--- src/design/pcp_regs.svh ---
// Constants of the peak current PWM core: thresholds, timings and clamps
`ifndef PCP_REGS_SVH
`define PCP_REGS_SVH
// ----------------------------------------
// Clock and timing
// ----------------------------------------
`define PCP_CLK_PERIOD_NS 10
`define PCP_LEB_SCP_NS 60
`define PCP_LEB_CS_NS 100
`define PCP_LEB_SCP_CYC ((`PCP_LEB_SCP_NS + `PCP_CLK_PERIOD_NS - 1) / `PCP_CLK_PERIOD_NS)
`define PCP_LEB_CS_CYC ((`PCP_LEB_CS_NS + `PCP_CLK_PERIOD_NS - 1) / `PCP_CLK_PERIOD_NS)
`define PCP_OVERLOAD_FAULT_TIME_MS 30
`define PCP_OVERLOAD_FAULT_CYC (`PCP_OVERLOAD_FAULT_TIME_MS * 1000000 / `PCP_CLK_PERIOD_NS)
`define PCP_REC_TIME_MS 1000
`define PCP_REC_CYC (`PCP_REC_TIME_MS * 1000000 / `PCP_CLK_PERIOD_NS)
// ----------------------------------------
// Oscillator: period cycles = ohms * 100 pF / clock period
// ----------------------------------------
`define PCP_OHM_PER_CYC 100
`define PCP_PER_MIN 10'h064
`define PCP_PER_MAX 10'h3E8
`define PCP_SLOPE_START_PCT 40
`define PCP_DMAX_PCT 80
`define PCP_P40_RST 10'h028
`define PCP_P80_RST 10'h050
// ----------------------------------------
// Analog thresholds in mV, error attenuation factor and short-circuit trip count
// ----------------------------------------
`define PCP_SLOPE_PK_MV 7'h62
`define PCP_COMP_ATTEN 16'h0006
`define PCP_CL_MV 16'h01EF
`define PCP_SCP_MV 10'h271
`define PCP_SKIP_MV 12'h12C
`define PCP_SKIP_HYS_MV 12'h019
`define PCP_SCP_TRIPS 3'h4
`endif

--- src/design/pcp_pkg.sv ---
// Types shared by the peak current PWM core
package pcp_pkg;
  typedef enum logic [1:0] {
    PCP_RUN,
    PCP_OVERLOAD_FAULT_FAULT,
    PCP_SCP_FAULT
  } pcp_mode_t;
endpackage

--- src/design/pcp_osc_if.sv ---
// Oscillator timing seen by the pulse control core
`timescale 1ns/1ps
`default_nettype none
interface pcp_osc_if;
  logic period_start;
  logic duty_max_hit;
  logic [6:0] slope_mv;
  modport osc (output period_start, output duty_max_hit, output slope_mv);
  modport core (input period_start, input duty_max_hit, input slope_mv);
endinterface
`default_nettype wire

--- src/design/pcp_core.sv ---
// Peak current mode pulse-width control core
// Contract
// - Switching period follows one resistor, 100 kHz to 1 MHz.
// - Pulse ends when sensed current exceeds error input divided by six.
// - Slope ramp lowers error level from 40% duty, 98 mV at 80%.
// - Slope ramp is timed from oscillator duty, scaling with frequency.
// - Same slope ramp also applies to the current-limit comparison.
// - Sensed current above 495 mV ends the pulse, cycle by cycle.
// - Overload timer of 30 ms expires into fault, stopping pulses.
// - Overload timer counts up after limit ends, down after modulation or clamp ends.
// - Sensed current above 625 mV ends pulse and bumps short counter.
// - Four consecutive short-circuit trips stop pulses and enter fault.
// - Sense input pulled down while gate low and 60 ns after rise.
// - Short-circuit detector sees current once 60 ns blanking ends.
// - Skip pulses below 300 mV error; resume only above 325 mV.
// - Pulse forced low after 80% of the period.
// - Fault mode holds gate low until fault clears.
// - Short-circuit fault leaves only after auto-recovery timer expires.
`timescale 1ns/1ps
`include "pcp_regs.svh"
`default_nettype none
module pcp_core #(
  parameter int OVERLOAD_FAULT_CYC = `PCP_OVERLOAD_FAULT_CYC,
  parameter int REC_CYC = `PCP_REC_CYC
) (
  input wire logic MCLK_IN,
  input wire logic NRST_IN,
  input wire logic [16:0] FREQ_SET_RESISTOR_PIN_IN,
  input wire logic [9:0] CS_MV_IN,
  input wire logic [11:0] COMP_MV_IN,
  output logic GATE_OUTPUT_OUT,
  output logic CS_PULLDOWN_OUT,
  output logic SKIP_OUT,
  output logic FAULT_OUT,
  output logic OVERLOAD_FAULT_OUT,
  output logic SHORT_CIRCUIT_FAULT_OUT
);
  // ----------------------------------------
  // State
  // ----------------------------------------
  typedef struct packed {
    pcp_pkg::pcp_mode_t mode;
    logic gate;
    logic pd;
    logic [3:0] edge_blanking;
    logic skip;
    logic [2:0] scp_cnt;
    logic ovl_up;
    logic [31:0] ovl_cnt;
    logic [31:0] rec_cnt;
  } pcp_core_t;

  pcp_core_t s_ff;
  pcp_core_t nxt_s;

  logic [16:0] rt_ohm;
  logic [9:0] cs_mv;
  logic [11:0] comp_mv;
  logic [16:0] per_raw;
  logic [9:0] period_cyc;
  logic scp_seen;
  logic cs_seen;
  logic [15:0] cs_scaled;
  logic [15:0] cs_limit;
  logic scp_trip;
  logic cl_trip;
  logic pwm_trip;
  logic [2:0] scp_next;

  pcp_osc_if osc_bus ();

  // ----------------------------------------
  // Pin synchronisers
  // ----------------------------------------
  // Analog readings arrive asynchronously; two stages each before use
  pcp_sync #(.W(17)) u_sync_rt (
    .clk_in(MCLK_IN),
    .rst_n_in(NRST_IN),
    .d_in(FREQ_SET_RESISTOR_PIN_IN),
    .q_out(rt_ohm)
  );

  pcp_sync #(.W(10)) u_sync_cs (
    .clk_in(MCLK_IN),
    .rst_n_in(NRST_IN),
    .d_in(CS_MV_IN),
    .q_out(cs_mv)
  );

  pcp_sync #(.W(12)) u_sync_comp (
    .clk_in(MCLK_IN),
    .rst_n_in(NRST_IN),
    .d_in(COMP_MV_IN),
    .q_out(comp_mv)
  );

  // ----------------------------------------
  // Oscillator
  // ----------------------------------------
  // Clamp keeps the period inside the supported range even with a bad resistor
  always_comb begin
    per_raw = rt_ohm / 17'(`PCP_OHM_PER_CYC);
    if (per_raw < 17'(`PCP_PER_MIN)) begin
      period_cyc = `PCP_PER_MIN;
    end else if (per_raw > 17'(`PCP_PER_MAX)) begin
      period_cyc = `PCP_PER_MAX;
    end else begin
      period_cyc = per_raw[9:0];
    end
  end

  pcp_osc u_osc (
    .clk_in(MCLK_IN),
    .rst_n_in(NRST_IN),
    .period_cyc_in(period_cyc),
    .osc(osc_bus.osc)
  );

  // ----------------------------------------
  // Blanking and comparators
  // ----------------------------------------
  // Short-circuit path opens first; slower paths wait for ringing to settle
  assign scp_seen = s_ff.gate && (s_ff.edge_blanking >= 4'(`PCP_LEB_SCP_CYC));
  assign cs_seen = s_ff.gate && (s_ff.edge_blanking >= 4'(`PCP_LEB_CS_CYC));
  // Six times cs plus ramp against comp avoids a divider
  assign cs_scaled = (16'(cs_mv) + 16'(osc_bus.slope_mv)) * `PCP_COMP_ATTEN;
  assign cs_limit = 16'(cs_mv) + 16'(osc_bus.slope_mv);
  assign scp_trip = scp_seen && (cs_mv > `PCP_SCP_MV);
  assign cl_trip = cs_seen && (cs_limit > `PCP_CL_MV);
  assign pwm_trip = cs_seen && (cs_scaled > 16'(comp_mv));
  assign scp_next = s_ff.scp_cnt + 3'h1;

  // ----------------------------------------
  // Pulse control and fault handling
  // ----------------------------------------
  // Priority on ends: short circuit, then limit, then modulation and duty clamp
  always_comb begin
    nxt_s = s_ff;
    // Skip hysteresis, evaluated in every mode
    if (comp_mv < `PCP_SKIP_MV) begin
      nxt_s.skip = 1'b1;
    end else if (comp_mv > `PCP_SKIP_MV + `PCP_SKIP_HYS_MV) begin
      nxt_s.skip = 1'b0;
    end
    // Blanking counter saturates so it never wraps into a false window
    if (s_ff.gate && s_ff.edge_blanking != 4'hF) begin
      nxt_s.edge_blanking = s_ff.edge_blanking + 4'h1;
    end
    case (s_ff.mode)
      pcp_pkg::PCP_RUN: begin
        if (s_ff.gate) begin
          if (scp_trip) begin
            nxt_s.gate = 1'b0;
            nxt_s.scp_cnt = scp_next;
            if (scp_next >= `PCP_SCP_TRIPS) begin
              nxt_s.mode = pcp_pkg::PCP_SCP_FAULT;
            end
          end else if (cl_trip) begin
            nxt_s.gate = 1'b0;
            nxt_s.ovl_up = 1'b1;
            nxt_s.scp_cnt = '0;
          end else if (pwm_trip || osc_bus.duty_max_hit) begin
            nxt_s.gate = 1'b0;
            nxt_s.ovl_up = 1'b0;
            nxt_s.scp_cnt = '0;
          end
        end else if (osc_bus.period_start && !nxt_s.skip) begin
          nxt_s.gate = 1'b1;
          nxt_s.edge_blanking = '0;
        end
        // Integrating overload timer: a short overload only partly charges it
        if (s_ff.ovl_up) begin
          if (s_ff.ovl_cnt >= 32'(OVERLOAD_FAULT_CYC - 1)) begin
            nxt_s.mode = pcp_pkg::PCP_OVERLOAD_FAULT_FAULT;
          end else begin
            nxt_s.ovl_cnt = s_ff.ovl_cnt + 32'h1;
          end
        end else if (s_ff.ovl_cnt != '0) begin
          nxt_s.ovl_cnt = s_ff.ovl_cnt - 32'h1;
        end
        if (nxt_s.mode != pcp_pkg::PCP_RUN) begin
          nxt_s.gate = 1'b0;
          nxt_s.rec_cnt = '0;
        end
      end
      default: begin
        // Fault: no switching until the auto-recovery time has run out
        nxt_s.gate = 1'b0;
        if (s_ff.rec_cnt >= 32'(REC_CYC - 1)) begin
          nxt_s.mode = pcp_pkg::PCP_RUN;
          nxt_s.rec_cnt = '0;
          nxt_s.ovl_cnt = '0;
          nxt_s.ovl_up = 1'b0;
          nxt_s.scp_cnt = '0;
        end else begin
          nxt_s.rec_cnt = s_ff.rec_cnt + 32'h1;
        end
      end
    endcase
    // Pull-down follows the next gate state so the pin never lags the driver
    nxt_s.pd = !nxt_s.gate || (nxt_s.edge_blanking < 4'(`PCP_LEB_SCP_CYC));
  end

  // State register
  always_ff @(posedge MCLK_IN or negedge NRST_IN) begin
    if (!NRST_IN) begin
      s_ff <= '{mode: pcp_pkg::PCP_RUN, gate: 1'b0, pd: 1'b1, edge_blanking: '0, skip: 1'b1,
                scp_cnt: '0, ovl_up: 1'b0, ovl_cnt: '0, rec_cnt: '0};
    end else begin
      s_ff <= nxt_s;
    end
  end

  // ----------------------------------------
  // Outputs
  // ----------------------------------------
  assign GATE_OUTPUT_OUT = s_ff.gate;
  assign CS_PULLDOWN_OUT = s_ff.pd;
  assign SKIP_OUT = s_ff.skip;
  assign FAULT_OUT = (s_ff.mode != pcp_pkg::PCP_RUN);
  assign OVERLOAD_FAULT_OUT = (s_ff.mode == pcp_pkg::PCP_OVERLOAD_FAULT_FAULT);
  assign SHORT_CIRCUIT_FAULT_OUT = (s_ff.mode == pcp_pkg::PCP_SCP_FAULT);
endmodule
`default_nettype wire

--- src/design/pcp_sync.sv ---
// Two flip-flop synchroniser for a bus from outside the clock domain
`timescale 1ns/1ps
`default_nettype none
module pcp_sync #(
  parameter int W = 12
) (
  input wire logic clk_in,
  input wire logic rst_n_in,
  input wire logic [W-1:0] d_in,
  output logic [W-1:0] q_out
);
  typedef struct packed {
    logic [W-1:0] meta;
    logic [W-1:0] q;
  } pcp_sync_t;
  pcp_sync_t s_ff;
  pcp_sync_t nxt_s;

  // Second stage alone reads the first
  always_comb begin
    nxt_s = s_ff;
    nxt_s.meta = d_in;
    nxt_s.q = s_ff.meta;
  end

  always_ff @(posedge clk_in or negedge rst_n_in) begin
    if (!rst_n_in) begin
      s_ff <= '0;
    end else begin
      s_ff <= nxt_s;
    end
  end

  assign q_out = s_ff.q;
endmodule
`default_nettype wire

--- src/design/pcp_osc.sv ---
// Fixed-frequency oscillator with duty-locked slope ramp
`timescale 1ns/1ps
`include "pcp_regs.svh"
`default_nettype none
module pcp_osc (
  input wire logic clk_in,
  input wire logic rst_n_in,
  input wire logic [9:0] period_cyc_in,
  pcp_osc_if.osc osc
);
  typedef struct packed {
    logic [9:0] cnt;
    logic [9:0] per;
    logic [9:0] p40;
    logic [9:0] p80;
    logic [6:0] slope;
  } pcp_osc_t;
  pcp_osc_t s_ff;
  pcp_osc_t nxt_s;
  logic [31:0] ramp;

  // ----------------------------------------
  // Period counter and ramp
  // ----------------------------------------
  // New period is latched only at wrap, so a moving resistor never cuts a cycle short
  always_comb begin
    nxt_s = s_ff;
    ramp = '0;
    if (s_ff.cnt >= s_ff.per - 10'h001) begin
      nxt_s.cnt = '0;
      nxt_s.per = period_cyc_in;
      nxt_s.p40 = 10'(32'(period_cyc_in) * `PCP_SLOPE_START_PCT / 100);
      nxt_s.p80 = 10'(32'(period_cyc_in) * `PCP_DMAX_PCT / 100);
    end else begin
      nxt_s.cnt = s_ff.cnt + 10'h001;
    end
    // Ramp tracks duty fraction, so slope scales with frequency
    if (s_ff.cnt > s_ff.p40 && s_ff.p80 > s_ff.p40) begin
      ramp = 32'(`PCP_SLOPE_PK_MV) * 32'(s_ff.cnt - s_ff.p40) / 32'(s_ff.p80 - s_ff.p40);
      nxt_s.slope = (ramp > 32'(`PCP_SLOPE_PK_MV)) ? `PCP_SLOPE_PK_MV : ramp[6:0];
    end else begin
      nxt_s.slope = '0;
    end
  end

  always_ff @(posedge clk_in or negedge rst_n_in) begin
    if (!rst_n_in) begin
      s_ff <= '{cnt: '0, per: `PCP_PER_MIN, p40: `PCP_P40_RST, p80: `PCP_P80_RST,
                slope: '0};
    end else begin
      s_ff <= nxt_s;
    end
  end

  assign osc.period_start = (s_ff.cnt == '0);
  assign osc.duty_max_hit = (s_ff.cnt >= s_ff.p80);
  assign osc.slope_mv = s_ff.slope;
endmodule
`default_nettype wire

--- config.mk ---
export PLATFORM = sky130hd
export DESIGN_NAME = pcp_core
export DESIGN_NICKNAME = d
export VERILOG_FILES = /design/src/design/pcp_pkg.sv /design/src/design/pcp_osc_if.sv /design/src/design/pcp_core.sv /design/src/design/pcp_sync.sv /design/src/design/pcp_osc.sv
export VERILOG_INCLUDE_DIRS = /design/src /design/src/design
export SDC_FILE = /design/constraint.sdc
export NUM_CORES = 2
export LEC_CHECK = 0
export ABC_AREA = 1
export BUFFER_PORTS_ARGS = -buffer_cell sky130_fd_sc_hd__buf_2
export CORE_AREA = 2 2 227 319
export CTS_BUF_LIST = sky130_fd_sc_hd__clkbuf_2 sky130_fd_sc_hd__clkbuf_4 sky130_fd_sc_hd__clkbuf_8
export DETAILED_ROUTE_END_ITERATION = 8
export DIE_AREA = 0 0 229 321
export PLACE_DENSITY = 0.78
export SETUP_SLACK_MARGIN = 0.02
export SYNTH_ARGS = -nofsm -noshare
export SYNTH_HDL_FRONTEND = slang
export SYNTH_SLANG_ARGS = --single-unit
--- constraint.sdc ---
create_clock -name MCLK_IN -period 95.5 [get_ports MCLK_IN]
set_clock_uncertainty 0.05 [all_clocks]
set_input_delay 14.325 -clock MCLK_IN [delete_from_list [all_inputs] [get_ports MCLK_IN]]
set_output_delay 14.325 -clock MCLK_IN [all_outputs]
set_load 0.02 [all_outputs]
==> impl_metrics.env <==
export IMPL_syn_area_per_cell_um2=6.49
export IMPL_syn2layout_area_growth_pct=11.8
export IMPL_gp_congestion=0.929
export IMPL_final_max_slew_viol_count=0
export IMPL_ys_warn_count=0
export IMPL_maxCapViolCount=0
export IMPL_cts_hold_buf=0
export IMPL_vias_per_cell=5.57
export IMPL_hold_path_startpoint="u_sync_comp.nxt_s[6]"
export IMPL_min_period_ns=88.12
export IMPL_crit_start="u_osc.s_ff[38]"
export IMPL_outcome="complete, no violations"
export IMPL_synth_xor_area_frac=0.110
export IMPL_nNetsFinal=7390
export IMPL_layout_commonest_cell="nand2_1"
export IMPL_antenna_found_initial=1
export IMPL_ys_flop_type="dfrtp_1"
export IMPL_ys_seq_elements=198
export IMPL_io_pins=47
export IMPL_ys_seq_area_frac=0.120
export IMPL_grt_start_max_net_pins=85
export IMPL_drtIter0Drc=2227
export IMPL_final_cell_mix="nand2_1 (1450), inv_1 (934), ha_1 (694)"
export IMPL_synthAdderAreaFrac=0.220
export IMPL_slew_headroom=0.311
export IMPL_cts_tree="built"
export IMPL_dieArea_mm2=0.0735
export IMPL_syn_area_mm2=0.0414
export IMPL_cp_common_cell="nand2_1"
export IMPL_synth_top_family_by_area="simple AND/OR/NAND/NOR gates"
export IMPL_rr_worst_depth=711
export IMPL_gr_usage_all_layers=0.285
export IMPL_cts_buffer_depth=2
export IMPL_placedCellCount=7495
export IMPL_synth_compound_area_share=0.176
export IMPL_ys_types=71
export IMPL_hp_class="flip-flop to flip-flop"
export IMPL_first_global_vias=40042
export IMPL_cpPeakStageDelay_ns=0.49
export IMPL_synthMuxAreaShare=0.00266
export IMPL_path_max_fanout=26
export IMPL_synth_fp_nets=7138
export IMPL_wl_mm=109
export IMPL_grt_pass1_wl_mm=178
export IMPL_stdcell_count=7588
export IMPL_tightest_slew_ns=1.03
export IMPL_dp_hpwl_mm=85.1
export IMPL_overflow=0
export IMPL_fill_cells=6479
export IMPL_wl_per_cell_um=14.3
export IMPL_die_y_um=321
export IMPL_holdPathStages=0
export IMPL_antenna_left=0
export IMPL_critical_path_class="flip-flop to flip-flop"
export IMPL_fp_dieW_um=229
export IMPL_worstSetupStartpointType="flip-flop"
export IMPL_cts_sinks=198
export IMPL_hold_viol=0
export IMPL_period_share=0.923
export IMPL_htree_num_levels=4
export IMPL_route_detailed_drc=0
export IMPL_slowest_stage="dfrtp_2"
export IMPL_rows=116
export IMPL_start_util=0.585
export IMPL_fmax_mhz=11.3
export IMPL_syn_inst=6378
export IMPL_synth_edf_count=0
export IMPL_yosys_area_share_simple=0.272
export IMPL_insertion_delay_ns=0.52
export IMPL_r2r_start="u_osc.s_ff[38]"
export IMPL_crit_path_end_kind="flip-flop"
export IMPL_async_reset_ff_frac=1.00
export IMPL_root_buffer="clkbuf_8"
export IMPL_core_area_mm2=0.0708
export IMPL_worst_endpoint_arrival_ns=88.51
export IMPL_num_vias=42243
export IMPL_portBuffers=44
export IMPL_whs_ns=0.305
export IMPL_drive_gt1_frac=0.131
export IMPL_setup_viol=0
export IMPL_clkTransAtPathRegs_ns=0.11
export IMPL_drt_pass1_iter_count=5
export IMPL_worstPathRequired_ns=95.90
export IMPL_numCtsBuffers=17
==> worst paths after layout <==
| check | to | slack, ns |
|---|---|---|
| max | u_osc.osc.slope_mv[4] | 7.38 |
| min | u_sync_comp.q_out[6] | 0.31 |
| max reg2reg | u_osc.osc.slope_mv[4] | 7.38 |
| min reg2reg | u_sync_comp.q_out[6] | 0.31 |
| max in group asynchronous | u_sync_cs.nxt_s[3] | 80.32 |
| min in group asynchronous | s_ff[46] | 13.73 |
==> worst max-delay path: cells and delay by family, from the launching register on <==
kind                       cells  cell delay (ns)
AOI/OAI and AO/OA            386            56.13
buffers and inverters        172            14.54
adders and majority gates     43            12.54
DFF                            1             0.49
and+or+nand+nor              331            29.91
==> through the flow <==
stage	util	TNS [ns]	setup WS, ns	instance area, µm²
detailed placement	0.625	-6.96	-1.05	44300
global placement	0.625	0	0.753	44300
CTS	0.632	0	0.0810	44700
floorplan	-	0	3.76	41400
finish	0.654	0	7.38	46300
global route	0.654	-8.19	-1.21	46300
==> logic make-up after synthesis <==
family                     after synthesis
and+or+nand+nor                       2536
AOI/OAI and AO/OA                     1305
buffers and inverters                 1094
adders and majority gates              719
xor gates and xnor gates               515
DFF                                    198
muxes                                   11
==> timing repair <==
item	4_1_cts	5_1_grt
endpoints found under the setup margin	7	7
resized for setup	24	335
pin swaps	0	79
setup buffers	0	60
==> per-layer routing <==
metal | track usage | vias up | part of all wire
met5 | 0 | - | 0
met4 | 0.169 | 0 | 0.062
met3 | 0.0189 | 333 | 0.029
met2 | 0.554 | 833 | 0.52
met1 | 0.300 | 19465 | 0.39
li1 | - | 21612 | -
==> sequential cells by signal, summed over array words and instances (netlist names) <==
register,count
CS_PULLDOWN_OUT,1
GATE_OUTPUT_OUT,1
SKIP_OUT,1
s_ff,74
u_osc.osc.slope_mv,7
u_osc.s_ff,40
u_sync_comp.nxt_s,12
u_sync_comp.q_out,12
u_sync_cs.nxt_s,10
u_sync_cs.q_out,10
u_sync_rt.nxt_s,15
u_sync_rt.q_out,15
==> area by class of cell <==
class	instances	area, µm²	area share
well taps	944	1180	0.0255
inverters	988	3730	0.0805
multi-input cells	5086	33500	0.724
flip-flops and latches	198	4970	0.107
clock buffers	17	234	0.00505
clock inverters	15	140	0.00303
repair buffers	339	2510	0.0543
diodes	1	2.50	0.0000541
==> synthesized netlist by cell type (14+ instances only) <==
| cell type | number | share of area |
|---|---|---|
| inv_1 | 947 | 0.086 |
| ha_1 | 705 | 0.21 |
| o21bai_1 | 65 | 0.012 |
| a21o_1 | 53 | 0.0096 |
| nand2_1 | 1470 | 0.13 |
| fa_1 | 14 | 0.0068 |
| o22ai_1 | 40 | 0.0060 |
| a31oi_1 | 18 | 0.0027 |
| o31ai_1 | 21 | 0.0038 |
| xnor2_1 | 192 | 0.041 |
| clkbuf_1 | 79 | 0.0072 |
| a21oi_1 | 550 | 0.066 |
| o21ai_0 | 394 | 0.048 |
| or2_2 | 46 | 0.0069 |
| o21ai_1 | 57 | 0.0069 |
| nand3_2 | 14 | 0.0034 |
| o21a_1 | 15 | 0.0027 |
| nor2_1 | 370 | 0.034 |
| nand2_2 | 54 | 0.0082 |
| buf_1 | 16 | 0.0015 |
| nand2_4 | 29 | 0.0079 |
| inv_2 | 28 | 0.0025 |
| nor4_1 | 28 | 0.0042 |
| xor2_1 | 319 | 0.067 |
| o211ai_1 | 26 | 0.0047 |
| nand4_1 | 100 | 0.015 |
| dfrtp_1 | 189 | 0.11 |
| nand3_1 | 295 | 0.036 |
| nor3_1 | 60 | 0.0073 |
Power is not shown: default switching activity piles up to over one toggle a cycle in this logic, so the estimate is an artifact.
